$ cat config.mk
export PLATFORM = sky130hd
export DESIGN_NAME = rsse_exec
export DESIGN_NICKNAME = d
export VERILOG_FILES = /design/src/rtl/rsse_pkg.sv /design/src/rtl/rsse_exec.sv
export SDC_FILE = /design/constraint.sdc
export NUM_CORES = 1
export LEC_CHECK = 0
export ABC_AREA = 0
export BUFFER_PORTS_ARGS = -buffer_cell sky130_fd_sc_hd__clkbuf_2
export CAP_MARGIN = 10
export CORE_ASPECT_RATIO = 0.5
export CORE_MARGIN = 2
export CORE_UTILIZATION = 45
export CTS_BUF_LIST = sky130_fd_sc_hd__clkbuf_16
export DETAILED_ROUTE_END_ITERATION = 8
export PLACE_DENSITY = 0.73
export SKIP_LAST_GASP = 1
export SYNTH_ARGS = -nofsm -noshare
export SYNTH_HDL_FRONTEND = slang
export SYNTH_SLANG_ARGS = --single-unit
$ cat constraint.sdc
create_clock -name SYS_CLK -period 3.12 [get_ports SYS_CLK]
set_clock_uncertainty 0.15 [all_clocks]
set_input_delay 0.312 -clock SYS_CLK [delete_from_list [all_inputs] [get_ports SYS_CLK]]
set_output_delay 0.312 -clock SYS_CLK [all_outputs]
set_load 0.02 [all_outputs]
$ cat src/rtl/rsse_pkg.sv
// Package for the rotate, subtract-from-literal and sleep execution block.
// Assumes a single 32-bit AHB-Lite master and an external 128-entry
// data memory with combinational read.
package rsse_pkg;

    // ***************************************************************
    // Register map, byte addresses
    // ***************************************************************
    localparam logic [7:0] OFS_INSTR = 8'h00;
    localparam logic [7:0] OFS_WORK = 8'h04;
    localparam logic [7:0] OFS_STATUS = 8'h08;

    // ***************************************************************
    // Status register fields and reset value
    // ***************************************************************
    localparam int ST_CARRY = 0;
    localparam int ST_NIBBLE = 1;
    localparam int ST_ZERO = 2;
    localparam int ST_PDOWN = 3;
    localparam int ST_TOUT = 4;
    localparam int ST_ASLEEP = 5;
    localparam logic [5:0] ST_SW_MASK = 6'h07;
    localparam logic [5:0] STATUS_RST = 6'h18;
    localparam logic [7:0] WORK_RST = 8'h00;

    // ***************************************************************
    // Instruction word layout and operations
    // ***************************************************************
    typedef enum logic [2:0] {
        OP_NOP,
        OP_ROT_LEFT,
        OP_ROT_RIGHT,
        OP_LIT_MINUS_W,
        OP_SLEEP
    } rsse_op_t;

    typedef struct packed {
        rsse_op_t op;
        logic dest;
        logic [7:0] operand;
    } rsse_instr_t;

    localparam int INSTR_W = 12;

    // Data memory request, all fields from flip-flops
    typedef struct packed {
        logic we;
        logic [6:0] addr;
        logic [7:0] wdata;
    } rsse_file_t;

    // AHB constants
    localparam logic [1:0] HTRANS_NONSEQ = 2'h2;
    localparam logic HRESP_OKAY = 1'h0;

endpackage

$ cat src/rtl/rsse_exec.sv
// Execution unit for rotate-through-carry, literal-minus-work and sleep.
// Assumes an AHB-Lite master on SYS_CLK, a data memory whose read data
// follows FILE_OUT.addr in the same cycle, and an asynchronous wake pin.
//
// Behaviour
// - Left rotate: carry into bit0, bit7 out
// - Left rotate destination: 0 work, 1 file
// - Right rotate: carry into bit7, bit0 out
// - Right rotate destination: 0 work, 1 file
// - Sleep clears power-down, sets timeout flag
// - Sleep clears watchdog counter and prescaler
// - Sleep halts oscillator; no execution until wake
// - Work becomes literal minus work, 8-bit
// - Carry, nibble carry: one when work not greater
//
// Design decisions made here: the AHB-Lite interface to the registers and the register offsets.
`timescale 1ns/1ps

module rsse_exec (
    input wire logic SYS_CLK,
    input wire logic SYS_RST,
    input wire logic HSEL,
    input wire logic [31:0] HADDR,
    input wire logic [1:0] HTRANS,
    input wire logic HWRITE,
    input wire logic [2:0] HSIZE,
    input wire logic [31:0] HWDATA,
    input wire logic HREADY,
    output logic [31:0] HRDATA,
    output logic HREADYOUT,
    output logic HRESP,
    output rsse_pkg::rsse_file_t FILE_OUT,
    input wire logic [7:0] FILE_RDATA,
    output logic WATCHDOG_CLEAR,
    output logic OSC_STOP,
    input wire logic WAKE
);
    import rsse_pkg::*;

    // ***************************************************************
    // Bus slave
    // ***************************************************************
    logic dph_q, dph_d;
    logic wr_q, wr_d;
    logic rd_done_q, rd_done_d;
    logic [7:0] adr_q, adr_d;
    logic [31:0] hrdata_q, hrdata_d;
    logic exec_q, exec_d;
    logic [7:0] work_q, work_d;
    logic [5:0] st_q, st_d;
    rsse_instr_t instr_q, instr_d;
    logic fwe_q, fwe_d;
    logic [7:0] fwd_q, fwd_d;
    logic watchdog_clr_q, watchdog_clr_d;
    logic [2:0] wake_s_q, wake_s_d;
    logic ready;
    logic wr_done;

    // Any data phase waits while an instruction executes; reads wait one
    assign ready = !dph_q || (!exec_q && (wr_q || rd_done_q));
    assign wr_done = dph_q && wr_q && ready;
    assign HREADYOUT = ready;
    assign HRESP = HRESP_OKAY;
    assign HRDATA = hrdata_q;

    // Read mux over the mapped words; unmapped reads return zero
    function automatic logic [31:0] read_word(input logic [7:0] a,
                                               input logic [7:0] w,
                                               input logic [5:0] s);
        logic [31:0] v;
        v = 32'h0;
        if (a == OFS_WORK) begin
            v = {24'h0, w};
        end else if (a == OFS_STATUS) begin
            v = {26'h0, s};
        end else if (a == OFS_INSTR) begin
            v = {20'h0, INSTR_W'(instr_q)};
        end
        return v;
    endfunction

    // Address phase capture and data phase sequencing
    always_comb begin
        dph_d = dph_q;
        wr_d = wr_q;
        adr_d = adr_q;
        rd_done_d = rd_done_q;
        hrdata_d = hrdata_q;
        if (dph_q && !wr_q && !rd_done_q && !exec_q) begin
            hrdata_d = read_word(adr_q, work_q, st_q);
            rd_done_d = 1'b1;
        end
        if (ready && HREADY) begin
            dph_d = HSEL && (HTRANS == HTRANS_NONSEQ);
            wr_d = HWRITE;
            adr_d = HADDR[7:0];
            rd_done_d = 1'b0;
        end
    end

    always_ff @(posedge SYS_CLK) begin
        if (SYS_RST) begin
            dph_q <= 1'b0;
            wr_q <= 1'b0;
            adr_q <= 8'h00;
            rd_done_q <= 1'b0;
            hrdata_q <= 32'h0;
        end else begin
            dph_q <= dph_d;
            wr_q <= wr_d;
            adr_q <= adr_d;
            rd_done_q <= rd_done_d;
            hrdata_q <= hrdata_d;
        end
    end

    // ***************************************************************
    // Wake pin synchroniser
    // ***************************************************************
    always_comb begin
        wake_s_d = {wake_s_q[1:0], WAKE};
    end

    always_ff @(posedge SYS_CLK) begin
        if (SYS_RST) begin
            wake_s_q <= 3'h0;
        end else begin
            wake_s_q <= wake_s_d;
        end
    end

    // ***************************************************************
    // Execution
    // ***************************************************************
    logic [7:0] diff;
    logic [7:0] rot;
    logic rot_c;

    assign diff = 8'(instr_q.operand - work_q);

    // Instruction issue, rotate, subtract and sleep effects
    always_comb begin
        exec_d = 1'b0;
        instr_d = instr_q;
        work_d = work_q;
        st_d = st_q;
        fwe_d = 1'b0;
        fwd_d = fwd_q;
        watchdog_clr_d = 1'b0;
        rot = FILE_RDATA;
        rot_c = st_q[ST_CARRY];
        // Wake counts once the second and third stages agree high
        if (wake_s_q[1] && wake_s_q[2]) begin
            st_d[ST_ASLEEP] = 1'b0;
        end
        if (wr_done && adr_q == OFS_WORK) begin
            work_d = HWDATA[7:0];
        end
        if (wr_done && adr_q == OFS_STATUS) begin
            st_d = (st_q & ~ST_SW_MASK) | (HWDATA[5:0] & ST_SW_MASK);
        end
        // Instructions are refused while asleep
        if (wr_done && adr_q == OFS_INSTR &&
            !st_q[ST_ASLEEP]) begin
            instr_d = rsse_instr_t'(HWDATA[INSTR_W-1:0]);
            exec_d = 1'b1;
        end
        if (exec_q) begin
            case (instr_q.op)
                OP_ROT_LEFT: begin
                    rot = {FILE_RDATA[6:0], st_q[ST_CARRY]};
                    rot_c = FILE_RDATA[7];
                end
                OP_ROT_RIGHT: begin
                    rot = {st_q[ST_CARRY], FILE_RDATA[7:1]};
                    rot_c = FILE_RDATA[0];
                end
                default: begin
                    rot = FILE_RDATA;
                end
            endcase
            case (instr_q.op)
                OP_ROT_LEFT, OP_ROT_RIGHT: begin
                    // Single cycle; zero flag untouched
                    st_d[ST_CARRY] = rot_c;
                    if (instr_q.dest) begin
                        fwe_d = 1'b1;
                        fwd_d = rot;
                    end else begin
                        work_d = rot;
                    end
                end
                OP_LIT_MINUS_W: begin
                    work_d = diff;
                    st_d[ST_CARRY] = work_q <= instr_q.operand;
                    st_d[ST_NIBBLE] =
                        work_q[3:0] <= instr_q.operand[3:0];
                    st_d[ST_ZERO] = diff == 8'h00;
                end
                OP_SLEEP: begin
                    st_d[ST_PDOWN] = 1'b0;
                    st_d[ST_TOUT] = 1'b1;
                    watchdog_clr_d = 1'b1;
                    st_d[ST_ASLEEP] = 1'b1;
                end
                default: begin
                    work_d = work_q;
                end
            endcase
        end
    end

    always_ff @(posedge SYS_CLK) begin
        if (SYS_RST) begin
            exec_q <= 1'b0;
            instr_q <= rsse_instr_t'(12'h000);
            work_q <= WORK_RST;
            st_q <= STATUS_RST;
            fwe_q <= 1'b0;
            fwd_q <= 8'h00;
            watchdog_clr_q <= 1'b0;
        end else begin
            exec_q <= exec_d;
            instr_q <= instr_d;
            work_q <= work_d;
            st_q <= st_d;
            fwe_q <= fwe_d;
            fwd_q <= fwd_d;
            watchdog_clr_q <= watchdog_clr_d;
        end
    end

    // Outputs straight from flip-flops
    assign FILE_OUT = '{we: fwe_q, addr: instr_q.operand[6:0], wdata: fwd_q};
    assign WATCHDOG_CLEAR = watchdog_clr_q;
    assign OSC_STOP = st_q[ST_ASLEEP];

    logic is_rl, is_rr, is_sub, is_slp;
    assign is_rl = exec_q && instr_q.op == OP_ROT_LEFT;
    assign is_rr = exec_q && instr_q.op == OP_ROT_RIGHT;
    assign is_sub = exec_q && instr_q.op == OP_LIT_MINUS_W;
    assign is_slp = exec_q && instr_q.op == OP_SLEEP;
endmodule

==> run metrics, run 1 <==
Post-synth EDFFs 0; largest net degree at the start of global routing 52; DR DRC count 0; first-pass GRT wire length 15.3 mm; DIE WIDTH 134 um; crit end category register; Initial Util 47.0%; GRT Overall Usage 21.5%; H-Tree Depth 3; area grow syn2layout 14.9%; number of synthesized register bits 63; DR pass1 iterations 4; Post-Synthesis Cells 490; simple logic cell fraction of the synthesized area 23.3%; setup violators final 0; top cell type's share of synthesized area 33.2%; io pins 135; Antenna Cells 0; HPWL after detailed placement 7.20 mm; RePlAce Congestion 0.902; Compound-Gate Fraction of Synth Area 21.9%; Setup Buffers After CTS 0; WP data required 3130 ps; Fin. Hold Viols 0; Crit Path Max Fanout 5; Mapped Area 3800 um2; Max-Cap Viols 0; latest clock arrival within the worst-skew pair 330 ps; main combinational cell family by area after synthesis simple AND/OR/NAND/NOR gates; Util after Layout 54.0%; status complete, no violations; worst path arrival time 2660 ps; critical path class register to register; Setup TNS 0 ps; number of global-route vias before repair 3048; Peak supply drop 311 uV; syn_area_per_cell 7.75 um2; drt initial violations 284; initial antenna violation count 0; Adder-Cell Fraction of Synth Area 4.81%; Leakage 1.82 nW; number of distinct library cells after synthesis 58; vias 3529; Critical Path Start Type register; mux cell area share after synthesis 4.21%; Clock Path Buffers 2; final net count 635; DIE AREA 9240 um2; CTS Sinks 63; Core Footprint 8090 um2; WL/cell 14.7 um; xor and xnor area share after synthesis 1.38%; Reg clk slew, reported paths 50 ps; synth warn 0; WHS 39.5 ps; Hold/Removal Path Class primary input to register; Period Utilization, post-route 84.8%; worst slew pin tran 1060 ps; ANT nets after route 0; unrepaired setup endpoints after global routing false; Buffers on Ports 66; Primary FF master, synth dfxtp_1; top post-synthesis cells by area dfxtp_1 33%, a21oi_1 6.1%, buf_4 5.7%; CTS root buf clkbuf_16; CTS Buf Count 9; Final Critical Period 2650 ps; Peak Freq 378 MHz; pwr/cell area 441 nW/um2; Seq/Total Area, Yosys 33.2%; post-CTS resize count 0; layout cells sized above 1 18.6%; row cnt 23; vias per cell 5.39; CTS tree done; Die Y 69.0 um; count of hold-fix buffers inserted at cts 0; final WL 9.65 mm; grt total ovfl 0; Post-synth ARST share 0%; largest area contributor in the netlist dfxtp_1; Slew Viols, Final 0; Relative slew margins 29.2%
==> synthesized netlist by cell type (all sizes together) (4+ instances only) <==
cell,number
nand3,7
o22ai,9
nor2,57
or2,4
clkbuf,20
o21a,7
nand2b,7
nand2,55
a2111oi,5
a22oi,11
xnor2,4
or4,4
mux2i,16
a31oi,7
buf,41
nor2b,11
ha,13
a21oi,46
a211oi,4
o221ai,5
inv,18
o21ai,18
and3,4
nor3,15
dfxtp,63
==> state kept, by name (all words and copies together), names as in the netlist <==
register / cells
FILE_OUT: 7
rd_done_q: 1
HRDATA: 12
dph_q: 1
work_q: 8
wake_s_q: 3
wr_q: 1
fwe_q: 1
adr_q: 8
exec_q: 1
fwd_q: 8
WATCHDOG_CLEAR: 1
instr_q: 5
st_q: 6
==> power by group <==
group          leakage [nW]  switching, W  internal (W)
Clock                 0.140      0.000354      0.000610
Combinational          1.17     0.0000927     0.0000473
Sequential            0.510    0.00000736      0.000814
Total                  1.82      0.000454       0.00147
==> metrics by stage <==
| stage | power, W | cells | cell area, um2 | worst slack [ps] |
|---|---|---|---|---|
| floorplan | 0.000949 | 510 | 3870 | 749 |
| global placement | 0.000975 | 639 | 4080 | 537 |
| detailed placement | 0.000977 | 639 | 4080 | 489 |
| CTS | 0.00194 | 655 | 4370 | 479 |
| global route | 0.00200 | 655 | 4370 | 235 |
| finish | 0.00193 | 655 | 4370 | 474 |
==> routing by layer <==
metal | global-route usage, % | share of wire [%] | up-vias
li1 | - | - | 1775
met1 | 29.9 | 49 | 1613
met2 | 32.6 | 42 | 128
met3 | 5.12 | 7.4 | 13
met4 | 7.85 | 1.3 | 0
met5 | 0 | 0 | -
==> layout make-up <==
class                           count  area, um2
Clock buffer                        9        225
Clock inverter                      7       63.8
Fill cell                         790       3720
Inverter                           18       67.6
Multi-Input combinational cell    368       2190
Sequential cell                    63       1260
Tap cell                          112        140
Timing Repair Buffer               78        420
==> path summary, 6_finish.rpt <==
path | start | slack [ps] | to | depth (start not counted)
min | WAKE | 40 | wake_s_q[0]$_SDFF_PP0_ | 2
min reg2reg | wake_s_q[0]$_SDFF_PP0_ | 290 | wake_s_q[1]$_SDFF_PP0_ | 1
max | FILE_OUT[8]$_SDFFE_PP0P_ | 470 | work_q[6]$_SDFFE_PP0P_ | 10
max reg2reg | FILE_OUT[8]$_SDFFE_PP0P_ | 470 | work_q[6]$_SDFFE_PP0P_ | 10
==> logic make-up after synthesis <==
| group | Yosys count |
|---|---|
| flip-flops | 63 |
| multiplexers | 16 |
| AND/OR/NAND/NOR | 181 |
| buffers and inverters | 79 |
| XOR/XNOR | 6 |
| AO/OA/AOI/OAI | 130 |
| adder cells (fa/ha/maj) | 14 |
| other | 1 |
==> critical path, cell delays in order (launching register included) <==
cell	delay (ps)
dfxtp_1	350
inv_1	100
ha_1	140
inv_1	40
fa_1	390
a211oi_1	290
o21bai_1	140
a21oi_1	190
xnor2_1	150
a2111oi_0	440
a2111oi_1	90
==> placed cells by master (no fill, tap or decap), types with 11 or more instances in the layout <==
cell type	synthesis	routed
nor2b_1	11	11
inv_1	18	18
o21ai_0	17	17
conb_1	1	21
ha_1	13	13
nand2_1	55	55
mux2i_1	16	16
buf_4	29	12
nor3_1	14	14
clkbuf_2	0	66
a21oi_1	46	46
nor2_1	57	57
dfxtp_1	63	63
a22oi_1	11	11
(Power assumes the default switching activity.)
==> inputs of run 2 (changes only) <==
- PLACE_DENSITY: 0.73 -> 0.76
- clock period: 3.12 -> 2.15 ns (I/O delays scaled with it)
==> run 2 against run 1 <==
The run now ends with negative setup slack left. Sequential cell count did not move. Core utilization rose by 11 points. Sequential share of layout area fell by 4.6 points. Register-to-register slack got worse by 710 ps. Clock power rose by 48%. Non-clock buffer count rose by 71. Global-route usage rose by 2.9 points. Worst setup slack got worse by 710 ps. First-iteration DRC count rose by 26%. Critical path type unchanged.
==> run metrics, run 2 (synthesized netlist as in run 1, its figures left out) <==
status complete, but fails checks (was complete, no violations); failing checks negative setup slack; unrepaired setup endpoints after global routing true (was false); WP data required 2210 ps (was 3130 ps); vias per cell 5.58 (was 5.39); Peak Freq 419 MHz (was 378 MHz); Core Footprint 8090 um2 (unchanged); hold depth 3 (was 2); io pins 135 (unchanged); Slew Viols, Final 0 (unchanged); Clock Path Buffers 2 (unchanged); Fin. Hold Viols 0 (unchanged); vias 4059 (was 3529); fin cells 727 (was 655); H-Tree Depth 3 (unchanged); GRT Overall Usage 24.4% (was 21.5%); setup violators final 23 (was 0); Relative slew margins 48.5% (was 29.2%); commonest non-fill, non-tap cell in the layout clkbuf_2 (unchanged); initial antenna violation count 0 (unchanged); Initial Util 47.0% (unchanged); worst slew pin tran 773 ps (was 1060 ps); Max-Cap Viols 0 (unchanged); Buffers on Ports 66 (unchanged); grt total ovfl 0 (unchanged); crit end category register (unchanged); WHS 16.7 ps (was 39.5 ps); placed cells 685 (was 639); Die Y 69.0 um (unchanged); DIE AREA 9240 um2 (unchanged); Reg2Reg Depth 10 (unchanged); CTS root buf clkbuf_16 (unchanged); Period Utilization, post-route 111% (was 84.8%); first-pass GRT wire length 17.6 mm (was 15.3 mm); row cnt 23 (unchanged); WL/cell 16.7 um (was 14.7 um); Max stage delay cell, worst path fa_2 (was a2111oi_0); layout cells sized above 1 34.1% (was 18.6%); Crit Path Max Fanout 3 (was 5); number of global-route vias before repair 3449 (was 3048); critical path class register to register (unchanged); Reg2Reg Setup Slack -240 ps (was 470 ps); Leakage 2.24 nW (was 1.82 nW); worst reg2reg endpoint work_q[6]$_SDFFE_PP0P_ (unchanged); largest net degree at the start of global routing 37 (was 52); Antenna Cells 0 (unchanged); drt initial violations 358 (was 284); RePlAce Congestion 0.913 (was 0.902); Most common cell on crit path inv_2 (was inv_1); Final Critical Period 2390 ps (was 2650 ps); worst path arrival time 2450 ps (was 2660 ps); DR pass1 iterations 6 (was 4); Hold/Removal Path Class primary input to register (unchanged); CTS Buf Count 9 (unchanged); Setup TNS -1970 ps (was 0 ps); pwr/cell area 555 nW/um2 (was 441 nW/um2); ANT nets after route 0 (unchanged); DIE WIDTH 134 um (unchanged); area grow syn2layout 38.1% (was 14.9%); latest clock arrival within the worst-skew pair 340 ps (was 330 ps); Largest register FFs 12 (unchanged); hold endpoint FILE_OUT[9]$_SDFFE_PP0P_ (was wake_s_q[0]$_SDFF_PP0_); Critical Path Start Type register (unchanged); Peak supply drop 359 uV (was 311 uV); final setup margin -238 ps (was 474 ps); CTS Sinks 63 (unchanged); Reg clk slew, reported paths 50 ps (about the same); final net count 707 (was 635); CTS tree done (unchanged); Worst Min Path Start HWDATA[1] (was WAKE); HPWL after detailed placement 7.75 mm (was 7.20 mm); R2R Path Start FILE_OUT[8]$_SDFFE_PP0P_ (unchanged); final WL 12.1 mm (was 9.65 mm); most frequent cells in the layout 66 x clkbuf_2, 57 x dfxtp_1, 55 x buf_4 (was 66 x clkbuf_2, 63 x dfxtp_1, 57 x nor2_1); crit-path cells inv_2 -> ha_4 -> inv_2 -> fa_2 -> a211oi_4 -> o21bai_1 -> a21oi_2 -> xnor2_2 -> a2111oi_2 -> a2111oi_1 (was inv_1 -> ha_1 -> inv_1 -> fa_1 -> a211oi_1 -> o21bai_1 -> a21oi_1 -> xnor2_1 -> a2111oi_0 -> a2111oi_1); DR DRC count 0 (unchanged); CP max stage delay 370 ps (was 440 ps)
-- run 2: cell types whose count changed in the layout (fill, tap and decap cells not counted), sizes merged --
cell | previous run | this run
dlygate4sd3 | 0 | 18
buf | 12 | 65
or4 | 4 | 5
-- run 2: worst max-delay path by stage --
| stage | from | end | cells past startpoint |
|---|---|---|---|
| finish | FILE_OUT[8]$_SDFFE_PP0P_ | work_q[6]$_SDFFE_PP0P_ | 10 |
| global route | FILE_OUT[8]$_SDFFE_PP0P_ | work_q[6]$_SDFFE_PP0P_ | 10 |
| CTS | FILE_OUT[8]$_SDFFE_PP0P_ | work_q[6]$_SDFFE_PP0P_ | 10 |
| detailed placement | FILE_OUT[8]$_SDFFE_PP0P_ | work_q[6]$_SDFFE_PP0P_ | 10 |
| global placement | FILE_OUT[8]$_SDFFE_PP0P_ | work_q[6]$_SDFFE_PP0P_ | 10 |
| floorplan | FILE_OUT[8]$_SDFFE_PP0P_ | work_q[6]$_SDFFE_PP0P_ | 10 |
-- run 2: final cells by class --
class	instances	area [um2]
Fill cell	656	2840
Multi-Input combinational cell	369	2430
Sequential cell	63	1270
Timing Repair Buffer	149	1040
Clock buffer	9	225
Tap cell	112	140
Inverter	18	67.6
Clock inverter	7	63.8
-- run 2: what timing repair did --
| item | in CTS | in global routing |
|---|---|---|
| resized for setup | 22 | 53 |
| pin swaps | 20 | 24 |
| hold buffers | 18 | 0 |
| setup buffers | 4 | 7 |
| endpoints found under the setup margin | 21 | 32 |
| gates cloned | 1 | 0 |
| hold endpoints to repair | 18 | 0 |
-- run 2: critical path: cells and delay by family (launching register included) --
kind	cells	cell delay [ps]
buffers and inverters	2	90
xor gates and xnor gates	1	170
adders and majority gates	2	490
AOI/OAI and AO/OA	5	1030
DFF	1	320
-- run 2: metrics by stage --
step                      util, %  instance area (um2)  worst slack (ps)  total power (W)
after global placement       55.2                 4470              -180          0.00143
after floorplan                 -                 3920              -127          0.00138
after detailed placement     55.2                 4470              -275          0.00143
final                        64.9                 5250              -238          0.00291
after CTS                    62.3                 5040              -242          0.00288
after global routing         64.9                 5250              -317          0.00299
-- run 2: metal layers --
layer  track usage [%]  wire (um)
met1              32.6       5310
met2              40.3       5580
met5                 0          0
met4              8.64        289
met3              4.53        936
-- run 2: power breakdown --
part | internal, W | switching, W
Combinational | 0.000124 | 0.000173
Clock | 0.000886 | 0.000542
Sequential | 0.00118 | 0.00000805
Total | 0.00219 | 0.000723
